## config.mk

```make
export PLATFORM = sky130hd
export DESIGN_NAME = interruption_state_capture
export DESIGN_NICKNAME = d
export VERILOG_FILES = /design/src/shared/intr_capture_pkg.sv /design/src/design/vector_locator.sv /design/src/design/interruption_state_capture.sv
export SDC_FILE = /design/constraint.sdc
export NUM_CORES = 1
export LEC_CHECK = 0
export BUFFER_PORTS_ARGS = -buffer_cell sky130_fd_sc_hd__buf_2
export CELL_PAD_IN_SITES_DETAIL_PLACEMENT = 1
export CELL_PAD_IN_SITES_GLOBAL_PLACEMENT = 1
export CORE_ASPECT_RATIO = 1.4
export CORE_MARGIN = 1.5
export CORE_UTILIZATION = 45
export DETAILED_ROUTE_END_ITERATION = 12
export PLACE_DENSITY_LB_ADDON = 0.3
export REMOVE_ABC_BUFFERS = 1
export SLEW_MARGIN = 20
export SYNTH_ARGS = -nofsm -noshare
export SYNTH_HDL_FRONTEND = slang
export SYNTH_HIERARCHICAL = 1
export SYNTH_SLANG_ARGS = --single-unit
```

## constraint.sdc

```tcl
create_clock -name core_clk -period 2.8 [get_ports core_clk]
set_input_delay 0.28 -clock core_clk [delete_from_list [all_inputs] [get_ports core_clk]]
set_output_delay 0.28 -clock core_clk [all_outputs]
set_load 0.02 [all_outputs]
```

## src/shared/intr_capture_pkg.sv

```systemverilog
package intr_capture_pkg;

  // ------------------------------------------------------------
  // widths
  // ------------------------------------------------------------
  localparam int XLEN  = 32;
  localparam int VEC_W = 6;
  localparam int ADR_W = 8;

  // ------------------------------------------------------------
  // register byte offsets
  // ------------------------------------------------------------
  localparam logic [ADR_W-1:0] OFS_STATUS    = 8'h00;
  localparam logic [ADR_W-1:0] OFS_SAVED_ST  = 8'h04;
  localparam logic [ADR_W-1:0] OFS_SAVED_BP  = 8'h08;
  localparam logic [ADR_W-1:0] OFS_CAUSE     = 8'h0C;
  localparam logic [ADR_W-1:0] OFS_FAULT_AD  = 8'h10;
  localparam logic [ADR_W-1:0] OFS_REGION    = 8'h14;
  localparam logic [ADR_W-1:0] OFS_LAST_RET  = 8'h18;
  localparam logic [ADR_W-1:0] OFS_IMMED     = 8'h1C;
  localparam logic [ADR_W-1:0] OFS_HASH      = 8'h20;
  localparam logic [ADR_W-1:0] OFS_FRAME     = 8'h24;
  localparam logic [ADR_W-1:0] OFS_VBASE     = 8'h28;
  localparam logic [ADR_W-1:0] OFS_DEFAULTS  = 8'h2C;
  localparam logic [ADR_W-1:0] OFS_SERIALIZE = 8'h30;
  localparam logic [ADR_W-1:0] OFS_SERVICE   = 8'h34;

  // ------------------------------------------------------------
  // field positions
  // ------------------------------------------------------------
  localparam int SW_BE       = 1;
  localparam int SW_BN       = 12;
  localparam int SW_IC       = 13;
  localparam int SW_I        = 14;
  localparam int SW_PP       = 21;
  localparam int SW_RI       = 30;
  localparam int DEF_BE      = 0;
  localparam int DEF_PP      = 1;
  localparam int FRAME_VALID = 31;
  localparam int CAUSE_SLOT  = 24;
  localparam int SER_DATA    = 0;
  localparam int SER_INSTR   = 1;
  localparam int SVC_STATUS  = 0;
  localparam int SVC_VBASE   = 1;
  localparam int SVC_DEF     = 2;
  localparam int SVC_NESTED  = 3;

  // ------------------------------------------------------------
  // reset values and vector table sizing
  // ------------------------------------------------------------
  localparam logic [XLEN-1:0] STATUS_RESET = 32'h0000_0000;
  localparam logic [XLEN-1:0] VBASE_RESET  = 32'h0000_0000;
  localparam logic [XLEN-1:0] DEF_RESET    = 32'h0000_0000;
  localparam logic [XLEN-1:0] ZERO_WORD    = 32'h0000_0000;
  localparam int LIGHT_COUNT = 20;
  localparam int LIGHT_BYTES = 1024;
  localparam int HEAVY_BYTES = 256;

  // ------------------------------------------------------------
  // carriers
  // ------------------------------------------------------------
  typedef struct packed {
    logic             cyc;
    logic             stb;
    logic             we;
    logic [ADR_W-1:0] adr;
    logic [3:0]       sel;
    logic [XLEN-1:0]  dat;
  } wb_req_t;

  typedef struct packed {
    logic [VEC_W-1:0] vec_num;
    logic [XLEN-1:0]  bundle;
    logic [1:0]       slot;
    logic [XLEN-1:0]  cause;
    logic             has_addr;
    logic [XLEN-1:0]  fault_addr;
    logic [XLEN-1:0]  region_attr;
    logic             has_imm;
    logic [XLEN-1:0]  immediate;
    logic             has_hash;
    logic [XLEN-1:0]  hash_addr;
  } intr_req_t;

endpackage

```

## src/design/vector_locator.sv

```systemverilog
module vector_locator
  import intr_capture_pkg::*;
#(
  parameter int LIGHT_N  = LIGHT_COUNT,
  parameter int LIGHT_SZ = LIGHT_BYTES,
  parameter int HEAVY_SZ = HEAVY_BYTES
) (
  input  wire logic [VEC_W-1:0] vec_num,
  input  wire logic [XLEN-1:0]  base,
  output logic      [XLEN-1:0]  entry
);

  // ------------------------------------------------------------
  // entry offset: lightweight slots first, heavyweight after
  // ------------------------------------------------------------
  logic [XLEN-1:0] offset;

  always_comb begin
    if (32'(vec_num) < 32'(LIGHT_N)) begin
      offset = 32'(32'(vec_num) * LIGHT_SZ);
    end else begin
      offset = 32'(LIGHT_N * LIGHT_SZ + (32'(vec_num) - LIGHT_N) * HEAVY_SZ);
    end
  end

  assign entry = base + offset;

endmodule

```

## src/design/interruption_state_capture.sv

```systemverilog
module interruption_state_capture
  import intr_capture_pkg::*;
(
  input  wire logic            core_clk,
  input  wire logic            reset_n,
  input  wire wb_req_t         wb_req,
  output logic                 wb_ack_o,
  output logic      [XLEN-1:0] wb_dat_o,
  input  wire logic            intr_valid,
  input  wire intr_req_t       intr_req,
  input  wire logic            retire_valid,
  input  wire logic [XLEN-1:0] retire_bundle,
  input  wire logic            rfi_valid,
  input  wire logic            srlz_d,
  input  wire logic            srlz_i,
  output logic      [XLEN-1:0] status_word,
  output logic      [XLEN-1:0] vector_base,
  output logic                 handler_go,
  output logic      [XLEN-1:0] handler_addr,
  output logic                 nested_go,
  output logic                 resume_go,
  output logic      [XLEN-1:0] resume_addr,
  output logic      [1:0]      resume_slot
);

  // ------------------------------------------------------------
  // state
  // ------------------------------------------------------------
  logic            ack_r;
  logic [XLEN-1:0] rd_r;
  logic [XLEN-1:0] rd_nxt;
  logic [XLEN-1:0] status_act_r;
  logic [XLEN-1:0] status_pend_r;
  logic [XLEN-1:0] vbase_act_r;
  logic [XLEN-1:0] vbase_pend_r;
  logic [XLEN-1:0] def_act_r;
  logic [XLEN-1:0] def_pend_r;
  logic [XLEN-1:0] saved_status_copy_r;
  logic [XLEN-1:0] saved_bundle_pointer_r;
  logic [XLEN-1:0] cause_detail_r;
  logic [XLEN-1:0] fault_address_r;
  logic [XLEN-1:0] fault_region_attr_r;
  logic [XLEN-1:0] last_retired_bundle_r;
  logic [XLEN-1:0] fault_immediate_r;
  logic [XLEN-1:0] hash_address_r;
  logic [XLEN-1:0] saved_frame_r;
  logic            nested_last_r;
  logic            handler_go_r;
  logic [XLEN-1:0] handler_addr_r;
  logic            nested_go_r;
  logic            resume_go_r;
  logic [XLEN-1:0] resume_addr_r;
  logic [1:0]      resume_slot_r;

  // ------------------------------------------------------------
  // bus decode
  // ------------------------------------------------------------
  logic            wb_hit;
  logic            wr_fire;
  logic [XLEN-1:0] wr_word;
  logic            ser_wr;
  logic            ser_d;
  logic            ser_i;

  function automatic logic [XLEN-1:0] merge(input logic [XLEN-1:0] old_v,
                                            input logic [XLEN-1:0] new_v,
                                            input logic [3:0]      sel);
    logic [XLEN-1:0] res;
    res = old_v;
    for (int b = 0; b < 4; b++) begin
      if (sel[b]) begin
        res[b*8 +: 8] = new_v[b*8 +: 8];
      end
    end
    return res;
  endfunction

  assign wb_hit  = wb_req.cyc & wb_req.stb;
  assign wr_fire = wb_hit & wb_req.we & ack_r;
  assign wr_word = merge(ZERO_WORD, wb_req.dat, wb_req.sel);

  function automatic logic wr_to(input logic [ADR_W-1:0] ofs);
    return wr_fire && (wb_req.adr == ofs);
  endfunction

  // serialize from the pipeline or from the command register
  assign ser_wr = wr_fire & (wb_req.adr == OFS_SERIALIZE);
  assign ser_d  = srlz_d | (ser_wr & wr_word[SER_DATA]);
  assign ser_i  = srlz_i | (ser_wr & wr_word[SER_INSTR]);

  // ------------------------------------------------------------
  // delivery and return decisions
  // ------------------------------------------------------------
  logic            take_intr;
  logic            take_rfi;
  logic            ic_inflight;
  logic            collect;
  logic [XLEN-1:0] status_at_intr;
  logic [XLEN-1:0] status_handler;
  logic [XLEN-1:0] entry_addr;

  assign take_intr   = intr_valid;
  assign take_rfi    = rfi_valid & ~intr_valid;
  assign ic_inflight = status_pend_r[SW_IC] ^ status_act_r[SW_IC];
  assign collect     = take_intr & status_act_r[SW_IC] & ~ic_inflight;

  always_comb begin
    // pending status commits, except the collection bit
    status_at_intr        = status_pend_r;
    status_at_intr[SW_IC] = status_act_r[SW_IC];
    status_handler        = status_at_intr;
    status_handler[SW_I]  = 1'b0;
    status_handler[SW_IC] = 1'b0;
    status_handler[SW_BN] = 1'b0;
    status_handler[SW_BE] = def_act_r[DEF_BE];
    status_handler[SW_PP] = def_act_r[DEF_PP];
    status_handler[SW_RI +: 2] = 2'h0;
  end

  // base taken from the active copy only: not serialized by delivery
  vector_locator u_vector_locator (
    .vec_num (intr_req.vec_num),
    .base    (vbase_act_r),
    .entry   (entry_addr)
  );

  // ------------------------------------------------------------
  // bus slave
  // ------------------------------------------------------------
  always_ff @(posedge core_clk or negedge reset_n) begin
    if (!reset_n) begin
      ack_r <= 1'b0;
    end else begin
      ack_r <= wb_hit & ~ack_r;
    end
  end

  always_comb begin
    rd_nxt = ZERO_WORD;
    case (wb_req.adr)
      OFS_STATUS:    rd_nxt = status_pend_r;
      OFS_SAVED_ST:  rd_nxt = saved_status_copy_r;
      OFS_SAVED_BP:  rd_nxt = saved_bundle_pointer_r;
      OFS_CAUSE:     rd_nxt = cause_detail_r;
      OFS_FAULT_AD:  rd_nxt = fault_address_r;
      OFS_REGION:    rd_nxt = fault_region_attr_r;
      OFS_LAST_RET:  rd_nxt = last_retired_bundle_r;
      OFS_IMMED:     rd_nxt = fault_immediate_r;
      OFS_HASH:      rd_nxt = hash_address_r;
      OFS_FRAME:     rd_nxt = saved_frame_r;
      OFS_VBASE:     rd_nxt = vbase_pend_r;
      OFS_DEFAULTS:  rd_nxt = def_pend_r;
      OFS_SERVICE: begin
        rd_nxt[SVC_STATUS] = |(status_pend_r ^ status_act_r);
        rd_nxt[SVC_VBASE]  = |(vbase_pend_r ^ vbase_act_r);
        rd_nxt[SVC_DEF]    = |(def_pend_r ^ def_act_r);
        rd_nxt[SVC_NESTED] = nested_last_r;
      end
      default:       rd_nxt = ZERO_WORD;
    endcase
  end

  always_ff @(posedge core_clk or negedge reset_n) begin
    if (!reset_n) begin
      rd_r <= ZERO_WORD;
    end else if (wb_hit & ~ack_r) begin
      rd_r <= rd_nxt;
    end
  end

  // ------------------------------------------------------------
  // status word: staged and active copies
  // ------------------------------------------------------------
  always_ff @(posedge core_clk or negedge reset_n) begin
    if (!reset_n) begin
      status_pend_r <= STATUS_RESET;
    end else if (take_intr) begin
      status_pend_r <= status_handler;
    end else if (take_rfi) begin
      status_pend_r <= saved_status_copy_r;
    end else if (wr_to(OFS_STATUS)) begin
      status_pend_r <= merge(status_pend_r, wb_req.dat, wb_req.sel);
    end
  end

  always_ff @(posedge core_clk or negedge reset_n) begin
    if (!reset_n) begin
      status_act_r <= STATUS_RESET;
    end else if (take_intr) begin
      status_act_r <= status_handler;
    end else if (take_rfi) begin
      status_act_r <= saved_status_copy_r;
    end else if (ser_d | ser_i) begin
      status_act_r <= status_pend_r;
    end
  end

  // ------------------------------------------------------------
  // vector base and handler defaults
  // ------------------------------------------------------------
  always_ff @(posedge core_clk or negedge reset_n) begin
    if (!reset_n) begin
      vbase_pend_r <= VBASE_RESET;
      def_pend_r   <= DEF_RESET;
    end else begin
      if (wr_to(OFS_VBASE)) begin
        vbase_pend_r <= merge(vbase_pend_r, wb_req.dat, wb_req.sel);
      end
      if (wr_to(OFS_DEFAULTS)) begin
        def_pend_r <= merge(def_pend_r, wb_req.dat, wb_req.sel);
      end
    end
  end

  always_ff @(posedge core_clk or negedge reset_n) begin
    if (!reset_n) begin
      vbase_act_r <= VBASE_RESET;
      def_act_r   <= DEF_RESET;
    end else if (!take_intr) begin
      if (ser_i | take_rfi) begin
        vbase_act_r <= vbase_pend_r;
      end
      if (ser_d | ser_i | take_rfi) begin
        def_act_r <= def_pend_r;
      end
    end
  end

  // ------------------------------------------------------------
  // interruption registers written on every collected interruption
  // ------------------------------------------------------------
  always_ff @(posedge core_clk or negedge reset_n) begin
    if (!reset_n) begin
      saved_status_copy_r    <= ZERO_WORD;
      saved_bundle_pointer_r <= ZERO_WORD;
      cause_detail_r         <= ZERO_WORD;
      saved_frame_r          <= ZERO_WORD;
    end else if (collect) begin
      saved_status_copy_r               <= status_at_intr;
      saved_status_copy_r[SW_RI +: 2]   <= intr_req.slot;
      saved_bundle_pointer_r            <= intr_req.bundle;
      cause_detail_r                    <= intr_req.cause;
      cause_detail_r[CAUSE_SLOT +: 2]   <= intr_req.slot;
      saved_frame_r[FRAME_VALID]        <= 1'b0;
    end else if (!take_intr) begin
      if (wr_to(OFS_SAVED_ST)) begin
        saved_status_copy_r <= merge(saved_status_copy_r, wb_req.dat, wb_req.sel);
      end
      if (wr_to(OFS_SAVED_BP)) begin
        saved_bundle_pointer_r <= merge(saved_bundle_pointer_r, wb_req.dat, wb_req.sel);
      end
      if (wr_to(OFS_CAUSE)) begin
        cause_detail_r <= merge(cause_detail_r, wb_req.dat, wb_req.sel);
      end
      if (wr_to(OFS_FRAME)) begin
        saved_frame_r <= merge(saved_frame_r, wb_req.dat, wb_req.sel);
      end
    end
  end

  // ------------------------------------------------------------
  // fault-specific interruption registers
  // ------------------------------------------------------------
  always_ff @(posedge core_clk or negedge reset_n) begin
    if (!reset_n) begin
      fault_address_r     <= ZERO_WORD;
      fault_region_attr_r <= ZERO_WORD;
    end else if (collect & intr_req.has_addr) begin
      fault_address_r     <= intr_req.fault_addr;
      fault_region_attr_r <= intr_req.region_attr;
    end else if (!take_intr) begin
      if (wr_to(OFS_FAULT_AD)) begin
        fault_address_r <= merge(fault_address_r, wb_req.dat, wb_req.sel);
      end
      if (wr_to(OFS_REGION)) begin
        fault_region_attr_r <= merge(fault_region_attr_r, wb_req.dat, wb_req.sel);
      end
    end
  end

  always_ff @(posedge core_clk or negedge reset_n) begin
    if (!reset_n) begin
      fault_immediate_r <= ZERO_WORD;
    end else if (collect & intr_req.has_imm) begin
      fault_immediate_r <= intr_req.immediate;
    end else if (!take_intr & wr_to(OFS_IMMED)) begin
      fault_immediate_r <= merge(fault_immediate_r, wb_req.dat, wb_req.sel);
    end
  end

  always_ff @(posedge core_clk or negedge reset_n) begin
    if (!reset_n) begin
      hash_address_r <= ZERO_WORD;
    end else if (collect & intr_req.has_hash) begin
      hash_address_r <= intr_req.hash_addr;
    end else if (!take_intr & wr_to(OFS_HASH)) begin
      hash_address_r <= merge(hash_address_r, wb_req.dat, wb_req.sel);
    end
  end

  // ------------------------------------------------------------
  // last retired bundle
  // ------------------------------------------------------------
  always_ff @(posedge core_clk or negedge reset_n) begin
    if (!reset_n) begin
      last_retired_bundle_r <= ZERO_WORD;
    end else if (retire_valid & status_act_r[SW_IC]) begin
      last_retired_bundle_r <= retire_bundle;
    end else if (wr_to(OFS_LAST_RET)) begin
      last_retired_bundle_r <= merge(last_retired_bundle_r, wb_req.dat, wb_req.sel);
    end
  end

  // ------------------------------------------------------------
  // handler entry and return redirect
  // ------------------------------------------------------------
  always_ff @(posedge core_clk or negedge reset_n) begin
    if (!reset_n) begin
      handler_go_r   <= 1'b0;
      handler_addr_r <= ZERO_WORD;
      nested_go_r    <= 1'b0;
      nested_last_r  <= 1'b0;
    end else begin
      handler_go_r <= take_intr;
      nested_go_r  <= take_intr & ~collect;
      if (take_intr) begin
        handler_addr_r <= entry_addr;
        nested_last_r  <= ~collect;
      end
    end
  end

  always_ff @(posedge core_clk or negedge reset_n) begin
    if (!reset_n) begin
      resume_go_r   <= 1'b0;
      resume_addr_r <= ZERO_WORD;
      resume_slot_r <= 2'h0;
    end else begin
      resume_go_r <= take_rfi;
      if (take_rfi) begin
        resume_addr_r <= saved_bundle_pointer_r;
        resume_slot_r <= saved_status_copy_r[SW_RI +: 2];
      end
    end
  end

  // ------------------------------------------------------------
  // outputs
  // ------------------------------------------------------------
  assign wb_ack_o     = ack_r;
  assign wb_dat_o     = rd_r;
  assign status_word  = status_act_r;
  assign vector_base  = vbase_act_r;
  assign handler_go   = handler_go_r;
  assign handler_addr = handler_addr_r;
  assign nested_go    = nested_go_r;
  assign resume_go    = resume_go_r;
  assign resume_addr  = resume_addr_r;
  assign resume_slot  = resume_slot_r;

endmodule

```

==> After elaboration in Yosys (flattened, before gate mapping) <==
Cells that the tools add are included.
{ "op_classes": {"n_addsub": 3, "n_lt_le_gt_ge": 1, "n_eq_ne": 15, "n_mux": 42, "bitwise": 30, "reduce_logical": 112} }
{ "ops": {"columns": ["cell", "count"], "rows": [
  ["$mux W32", 30],
  ["$pmux W28 S12", 1],
  ["$reduce_or A32 Y1", 3],
  ["$xor A32 B32 Y32", 3],
  ["$reduce_and A3 Y1", 25],
  ["$reduce_bool A2 Y1", 34],
  ["$mux W8", 8],
  ["$pmux W4 S13", 1],
  ["$reduce_and A2 Y1", 26],
  ["$eq A8 B6 Y1 const B", 6],
  ["$add A15 B32 Y32 const A", 1],
  ["$add A32 B32 Y32", 1],
  ["$eq A8 B5 Y1 const B", 4],
  ["$reduce_bool A3 Y1", 6],
  ["$and A1 B1 Y1", 17],
  ["$eq A8 B4 Y1 const B", 2],
  ["$reduce_and A4 Y1", 4],
  ["$logic_and A1 B1 Y1", 12],
  ["$eq A8 B3 Y1 const B", 1],
  ["$logic_not A8 Y1", 1],
  ["$sub A6 B5 Y7 const B", 1],
  ["$lt A6 B5 Y1 const B", 1],
  ["$or A1 B1 Y1", 5],
  ["$ne A2 B1 Y1 const B", 2],
  ["other kinds (5)", 8]
]} }
{ "totals": {"register_bits": 583, "elab_cells": 268} }

==> Depth between registers and ports, before layout <==
Gate-level depths: netlist of run 1.
{ "depth": {"word_depth": 10, "depth_mapped": 13, "mapped_depth_nobuf": 13} }

==> Hierarchy <==
The synthesis of run 1 kept the hierarchy.
{ "by_module_without_submodules": {"columns": ["module", "n_inst", "cells_each", "area_each_um2", "seq_area_each_um2"], "rows": [
  ["interruption_state_capture", 1, 2803, 28414.8, 14589.0],
  ["vector_locator", 1, 117, 932.1, 0.0]
]} }

==> Worst setup path after synthesis of run 1 <==
OpenSTA, ideal clock, no wires.
{ "synth_timing": {"path_kind": "input port to flip-flop", "from": "input intr_req[199] (netlist name)", "to": "register handler_addr_r[20] (netlist: handler_addr[20])", "setup_time_ns": 0.125, "arrival_time_ns": 2.703, "t_required_ns": 2.675, "path_slack_ns": -0.028, "cell_stages": 12, "path_cell_list": "inv_1 > ha_1 > xnor2_1 > ha_1 > mux2_2 > ha_1 > o211ai_1 > o211ai_1 > nor3b_2 > nand3_1 > xnor2_1 > mux2_2"} }
{ "synth_between": {"elab_chain_cells": 4} }
{ "synth_rtl": {"columns": ["element", "line", "rtl"], "rows": [
  ["start, declared", "interruption_state_capture.sv:10", "input wire intr_req_t intr_req,"],
  ["$sub A6 B5 Y7", "vector_locator.sv:22", "offset = 32'(LIGHT_N * LIGHT_SZ + (32'(vec_num) - LIGHT_N) * HEAVY_SZ);"],
  ["$add A15 B32 Y32", "vector_locator.sv:22", null],
  ["$mux W32 *", "vector_locator.sv:19", "if (32'(vec_num) < 32'(LIGHT_N)) begin"],
  ["$add A32 B32 Y32 *", "vector_locator.sv:26", "assign entry = base + offset;"],
  ["net entry_addr[20]", "interruption_state_capture.sv:100", "logic [XLEN-1:0] entry_addr;"],
  ["end signal, assigned", "interruption_state_capture.sv:327", "handler_addr_r <= entry_addr;"],
  ["end, declared", "interruption_state_capture.sv:49", "logic [XLEN-1:0] handler_addr_r;"]
]} }
Mark *: on every way through the listed nets, which the timed path passes. The rest lies on a longest branch.
A chain may end at the register's enable or synchronous reset.

==> Worst setup path in the final report of run 1 <==
{ "layout_timing": {"from": "register ack_r (netlist: wb_ack_o)", "to": "register hash_address_r[5]"} }
{ "layout_between": {"elab_chain_cells": 5} }
{ "layout_rtl": {"columns": ["element", "line", "rtl"], "rows": [
  ["start, declared", "interruption_state_capture.sv:29", "logic ack_r;"],
  ["start signal, assigned", "interruption_state_capture.sv:134", "ack_r <= wb_hit & ~ack_r;"],
  ["$and A1 B1 Y1", "interruption_state_capture.sv:79", "assign wr_fire = wb_hit & wb_req.we & ack_r;"],
  ["$logic_and A1 B1 Y1", "interruption_state_capture.sv:83", "return wr_fire && (wb_req.adr == ofs);"],
  ["$and A1 B1 Y1", "interruption_state_capture.sv:296", "end else if (!take_intr & wr_to(OFS_HASH)) begin"],
  ["$reduce_bool A2 Y1 (no line)", null, null],
  ["$reduce_and A2 Y1 (no line)", null, null],
  ["end signal, assigned", "interruption_state_capture.sv:295", "hash_address_r <= intr_req.hash_addr;"],
  ["end signal, assigned", "interruption_state_capture.sv:297", "hash_address_r <= merge(hash_address_r, wb_req.dat, wb_req.sel);"],
  ["end, declared", "interruption_state_capture.sv:45", "logic [XLEN-1:0] hash_address_r;"]
]} }
Every way passes these cells.

==> impl_metrics.csv, run 1 <==
group,metric,value,unit
outcome,outcome,"finished, violations left",
outcome,violations,"hold timing",
clock_tree,cts_sinks,583,
detailed_routing,routedWlPerCell,30.2,um
synth,yosysTopAreaCell,"dfrtp_1",
clock_tree,ctsLongestPathBuffers,3,
min_path,hold_path_depth,3,
timing,finalSetupViolCount,0,
worst_setup_path,start_kind,"register",
clock_tree,htreeDepth,2,
global_route,gr-total-overflow,0,
synth,async_reset_ff_share,100,%
global_route,grt_pass1_wl,201000,um
global_route,grt.total_usage,41.0,%
timing,finalSetupTns,0,ps
worst_setup_path,worst-setup-path-type,"register to register",
flow_run,drv_cap,0,
finish,layout_common_cells,"583 x dfrtp_1, 470 x nand2_1, 449 x buf_2",
placement,post-place-ws,-337,ps
pwr,clockPowerShare,34.8,%
pwr,seq_power_share,46.3,%
detailed_routing,via_per_inst,6.24,
clock_tree,clk_latency,660,ps
die,io_pins,455,
worst_setup_path,required,3310,ps
pwr,ir_drop,0.594,mV
synth,ys_seq_area_share,49.7,%
global_route,grt_antenna_before_repair,12,
detailed_routing,vias,28223,
global_route,grt_max_degree,69,
synth,ys.flop_type,"dfrtp_1",
worst_setup_path,cpMaxStageDelayCell,"nor3b_1",
timing,finalCritPeriodShare,97.8,%
worst_setup_path,path_depth,6,
pwr,comb_power_share,18.9,%
timing,grt_setup_unrepaired,"no",
timing,holdWs,-9.73,ps
worst_setup_path,worstPathMaxFanout,12,
timing,worst_pin_slew,887,ps
placement,port_buffers,452,
placement,placed_cells,4194,
worst_setup_path,r2r_cells,6,
detailed_routing,dr_wl_met3,10400,um
pwr,p_int,15.8,mW
synth,synth.area.top_cells,"dfrtp_1 50%, mux2_2 8.3%, nand2_1 6.0%, mux2i_1 4.8%, o21ai_0 4.6%",
die,dieHeight,305,um
detailed_routing,wl_met2,65800,um
worst_setup_path,path_buf_inv,1,
worst_setup_path,arrival,3240,ps
clock_tree,cts_setup_buffers,0,
pwr,leakagePower,18.7,nW
clock_tree,cts_made_buffers,58,
die,core_area,64400,um^2
synth,syn_area,29300,um^2
synth,ys_ff_latch,583,
finish,fin_area,37700,um^2
synth,ys_types,79,
clock_tree,cts_tree,"built",
timing,slew_viol_final,0,
timing,hold_viol,1,
placement,gp_congestion,0.970,
detailed_routing,first_iter_violations,2384,
finish,finalNonFillerCells,4521,
detailed_routing,antenna_left,0,
clock_tree,cts_root_buf,"clkbuf_16",
finish,drive_above_1_share,27.9,%
pwr,total_power,23.1,mW
detailed_routing,wl_met1,50300,um
global_route,grt_pass1_vias,30693,
die,dieArea,66800,um^2
finish,fill_cells,7143,
detailed_routing,wl,137000,um
timing,setup_slack,61.3,ps
finish,final_common_cell,"dfrtp_1",
detailed_routing,routed.top_layer,"met5",
worst_setup_path,cpLargestDelayFamily,"simple AND/OR/NAND/NOR gates",
timing,slew_headroom,40.7,%
finish,nets,3930,
detailed_routing,drt_pass1_iterations,6,
die,start_util,45.6,%
pwr,p_sw_share,31.8,%
clock_tree,clk_pin_slew_worst_paths,70,ps
timing,fin_crit,2740,ps
pwr,net-switching-power,7.34,mW
placement,dpl-instance-area,33700,um^2
detailed_routing,drc_errors,0,
synth,synth_edf_count,0,
die,rows,110,
pwr,power_density,612,nW/um^2
placement,post-dp-hpwl,95700,um
synth,syn_area_per_cell,10.1,um^2
synth,syn_inst,2920,
synth,ys_warn_count,6,
min_path,hp-class,"primary input to register",
worst_setup_path,crit_chain,"nand4_1 > buf_4 > nor3b_1 > nand2_1 > mux2i_1 > a21oi_1",
die,die_w,219,um
finish,syn2layout_area_growth,28.6,%
timing,finClkSkew,26.8,ps
synth,synth_top_area_share,49.7,%
timing,max_freq,0.365,GHz
worst_setup_path,slowest_delay,760,ps
worst_setup_path,crit_path_end_kind,"register",
[layout make-up]
type	instances	area, um^2	share of cell area (%)
clock inverter	20	203	0.537
tap	840	1050	2.79
antenna	3	7.51	0.0199
inverter	13	48.8	0.129
clock buffer	89	1690	4.47
sequential	583	14600	38.7
multi-input combinational	2101	13900	36.8
timing repair buffer	872	6260	16.6
[power by group through the flow]
stage | logic (mW) | registers [mW] | clock network (mW)
6_report | 4.37 | 10.7 | 8.02
4_1_cts | 4.28 | 10.6 | 8.07
3_5_place_dp | 4.00 | 10.8 | 0
5_1_grt | 4.71 | 10.8 | 8.39
2_1_floorplan | 1.78 | 10.7 | 0
3_3_place_gp | 3.84 | 10.7 | 0
[stage by stage]
step / utilization (%) / hold slack [ps]
finish: 58.6 / -9.73
global placement: 52.3 / 311
detailed placement: 52.3 / 313
floorplan: - / -15.6
CTS: 58.5 / 0.140
global route: 58.6 / 13.5
[cells in the mapped netlist, drive strengths merged, types with 8 or more instances]
cell / number
a2bb2oi: 8
nor4: 38
nand3: 15
nor2b: 69
ha: 11
nand2: 471
mux2: 221
inv: 12
o211ai: 8
nand4: 12
nor2: 103
buf: 46
and2: 29
nor3: 23
o2bb2ai: 28
or2: 11
mux2i: 142
a222oi: 8
a211oi: 9
xnor2: 13
mux4: 13
clkbuf: 177
o21ai: 275
a21oi: 248
dfrtp: 583
a22o: 11
a31oi: 51
o22ai: 27
xor2: 107
a22oi: 74
[per-layer routing]
layer	vias to the layer above	GRT usage (%)
met5	-	0
met3	472	8.17
met2	1446	67.6
li1	11797	-
met4	16	27.0
met1	14492	48.4
[cell families after synthesis]
kind of cell,count (synthesis),synth area share (%)
XOR/XNOR,120,3.58
AO/OA/AOI/OAI,786,15.8
multiplexers,376,14.3
AND/OR/NAND/NOR,807,12.8
adder cells (fa/ha/maj),12,0.537
flip-flops,583,49.7
buffers and inverters,236,3.21
[worst min-delay path, delay by kind of cell]
family | cells | cell delay [ps]
AOI/OAI and AO/OA | 2 | 220
buffers and inverters | 1 | 90
[path summary, 6_finish.rpt]
kind	from	to	slack, ps
max in group asynchronous	reset_n	def_act_r[12]	1690
max	wb_ack_o	hash_address_r[5]	60
max reg2reg	wb_ack_o	hash_address_r[5]	60
min reg2reg	resume_slot[0]	resume_slot[0]	470
min	intr_req[171]	saved_bundle_pointer_r[6]	-10
min in group asynchronous	reset_n	handler_addr[4]	190
[repair_timing]
item                                    in CTS  in global routing
endpoints found under the hold margin      264                  1
hold buffers                               214                  1
gates resized for setup                      0                  0
endpoints found under the setup margin       0                  0
Power figures use the tool's default switching activity.
==> run 2, diff against run 1 <==
CTS_CLUSTER_DIAMETER = 120   (was default)
SETUP_SLACK_MARGIN = 0.1   (was default)
==> run 2 against run 1 <==
Critical endpoint is now handler_addr[18]. Sequential cell count stayed put. Clock-buffer cell count unchanged. First-iteration DRC count is 3.1% lower. Global-route usage stayed put. Maximum frequency up 7.0%. The run still ends with hold timing left. Non-clock buffer count stayed put. Clock power about the same. Critical path depth up 2. Combinational power is essentially flat. Worst hold slack is essentially flat. Clock skew hardly changed. Via count is essentially flat.
==> impl_metrics.csv, run 2 (synthesized netlist as in run 1, its figures left out) <==
group,metric,value,unit
outcome,outcome,"finished, violations left",
outcome,violations,"hold timing",
clock_tree,cts_root_buf,"clkbuf_16",
placement,placed_cells,4194,
min_path,hp-class,"primary input to register",
finish,multiInputGateArea,13900,um^2
worst_setup_path,required,3350,ps
pwr,total_power,23.1,mW
die,core_area,64400,um^2
clock_tree,ctsLongestPathBuffers,3,
finish,fill_cells,7143,
detailed_routing,drt_pass1_iterations,6,
timing,holdWs,-9.47,ps
detailed_routing,wl,136000,um
global_route,gr-total-overflow,0,
timing,fin_crit,2560,ps
finish,fin_area,37700,um^2
detailed_routing,routedWlPerCell,30.2,um
global_route,grt_antenna_before_repair,12,
global_route,grt_pass1_vias,30693,
pwr,ir_drop,0.594,mV
timing,worst_pin_slew,887,ps
flow_run,drv_cap,0,
timing,finalCritPeriodShare,91.4,%
global_route,grt.total_usage,41.0,%
worst_setup_path,start_kind,"register",
timing,slew_viol_final,0,
worst_setup_path,worstPathMaxFanout,4,
placement,port_buffers,452,
finish,final_common_cell,"dfrtp_1",
timing,finalSetupViolCount,0,
global_route,grt_max_degree,69,
detailed_routing,first_iter_violations,2310,
worst_setup_path,worst-setup-path-type,"register to register",
timing,grt_setup_unrepaired,"no",
detailed_routing,antenna_left,0,
timing,finClkSkew,27.1,ps
finish,ff_latch_area,14600,um^2
finish,layout_common_cells,"583 x dfrtp_1, 470 x nand2_1, 449 x buf_2",
clock_tree,clk_pin_slew_worst_paths,60,ps
clock_tree,htreeDepth,2,
timing,max_freq,0.391,GHz
clock_tree,clk_latency,660,ps
finish,drive_above_1_share,28.0,%
pwr,leakagePower,18.7,nW
die,dieHeight,305,um
die,io_pins,455,
timing,slew_headroom,40.7,%
placement,dpl-instance-area,33700,um^2
clock_tree,cts_tree,"built",
finish,nets,3930,
detailed_routing,vias,28199,
timing,finalSetupTns,0,ps
clock_tree,cts_sinks,583,
worst_setup_path,arrival,3110,ps
detailed_routing,drc_errors,0,
pwr,power_density,612,nW/um^2
placement,post-dp-hpwl,95700,um
die,rows,110,
die,dieArea,66800,um^2
timing,hold_viol,3,
die,die_w,219,um
placement,gp_congestion,0.970,
detailed_routing,via_per_inst,6.24,
global_route,grt_pass1_wl,201000,um
clock_tree,cts_made_buffers,58,
finish,finalNonFillerCells,4521,
worst_setup_path,crit_path_end_kind,"register",
die,start_util,45.6,%
finish,syn2layout_area_growth,28.6,%
-- run 2: cell types whose count changed in the layout (fill, tap and decap cells not counted) --
cell | before | now
nor3b_2 | 1 | 2
nor3b_1 | 4 | 3
-- run 2: metal layers --
metal,wire length [um],track usage (%)
met1,50000,48.4
met2,65700,67.6
met3,10500,8.17
met4,10200,27.0
met5,96,0
-- run 2: layout make-up --
class,instances,share of cell area [%]
Timing Repair Buffer,872,16.6
Antenna cell,3,0.0199
Multi-Input combinational cell,2101,36.8
Sequential cell,583,38.7
Tap cell,840,2.79
Clock inverter,20,0.537
Inverter,13,0.129
Clock buffer,89,4.47
-- run 2: worst paths after layout --
path	from	endpoint	slack (ps)	cells after the start
worst min register to register	resume_slot[0]	resume_slot[0]	470	2
max in group asynchronous	reset_n	saved_frame_r[23]	1690	3
worst max-delay path	vector_base[8]	handler_addr[18]	240	8
min in group asynchronous	reset_n	handler_addr[4]	190	2
worst max register to register	vector_base[8]	handler_addr[18]	240	8
worst min-delay path	intr_req[171]	saved_bundle_pointer_r[6]	-9	3
-- run 2: stage by stage --
stage | utilization (%) | setup slack, ps
floorplan | - | -4070
CTS | 58.5 | 223
global placement | 52.3 | -360
detailed placement | 52.3 | -337
global route | 58.6 | 114
finish | 58.6 | 240
-- run 2: timing repair --
action	4_1_cts	5_1_grt
buffers inserted	0	0
endpoints found under the hold margin	264	1
gates resized for setup	0	1
hold buffers	214	1
endpoints found under the setup margin	0	8
-- run 2: worst max-delay path: stages (launching register included) --
cell and delay (ps):
dfrtp_1 430, ha_1 260, fa_1 430, a211oi_1 380, o211ai_1 190, nor3b_2 220, buf_4 150, xor2_1 130
mux2_2 270
-- run 2: where the power goes --
part	leakage (nW)	internal (mW)	switching (mW)
sequential	7.83	9.61	1.08
clock	0.930	4.43	3.59
combinational	9.94	1.71	2.66
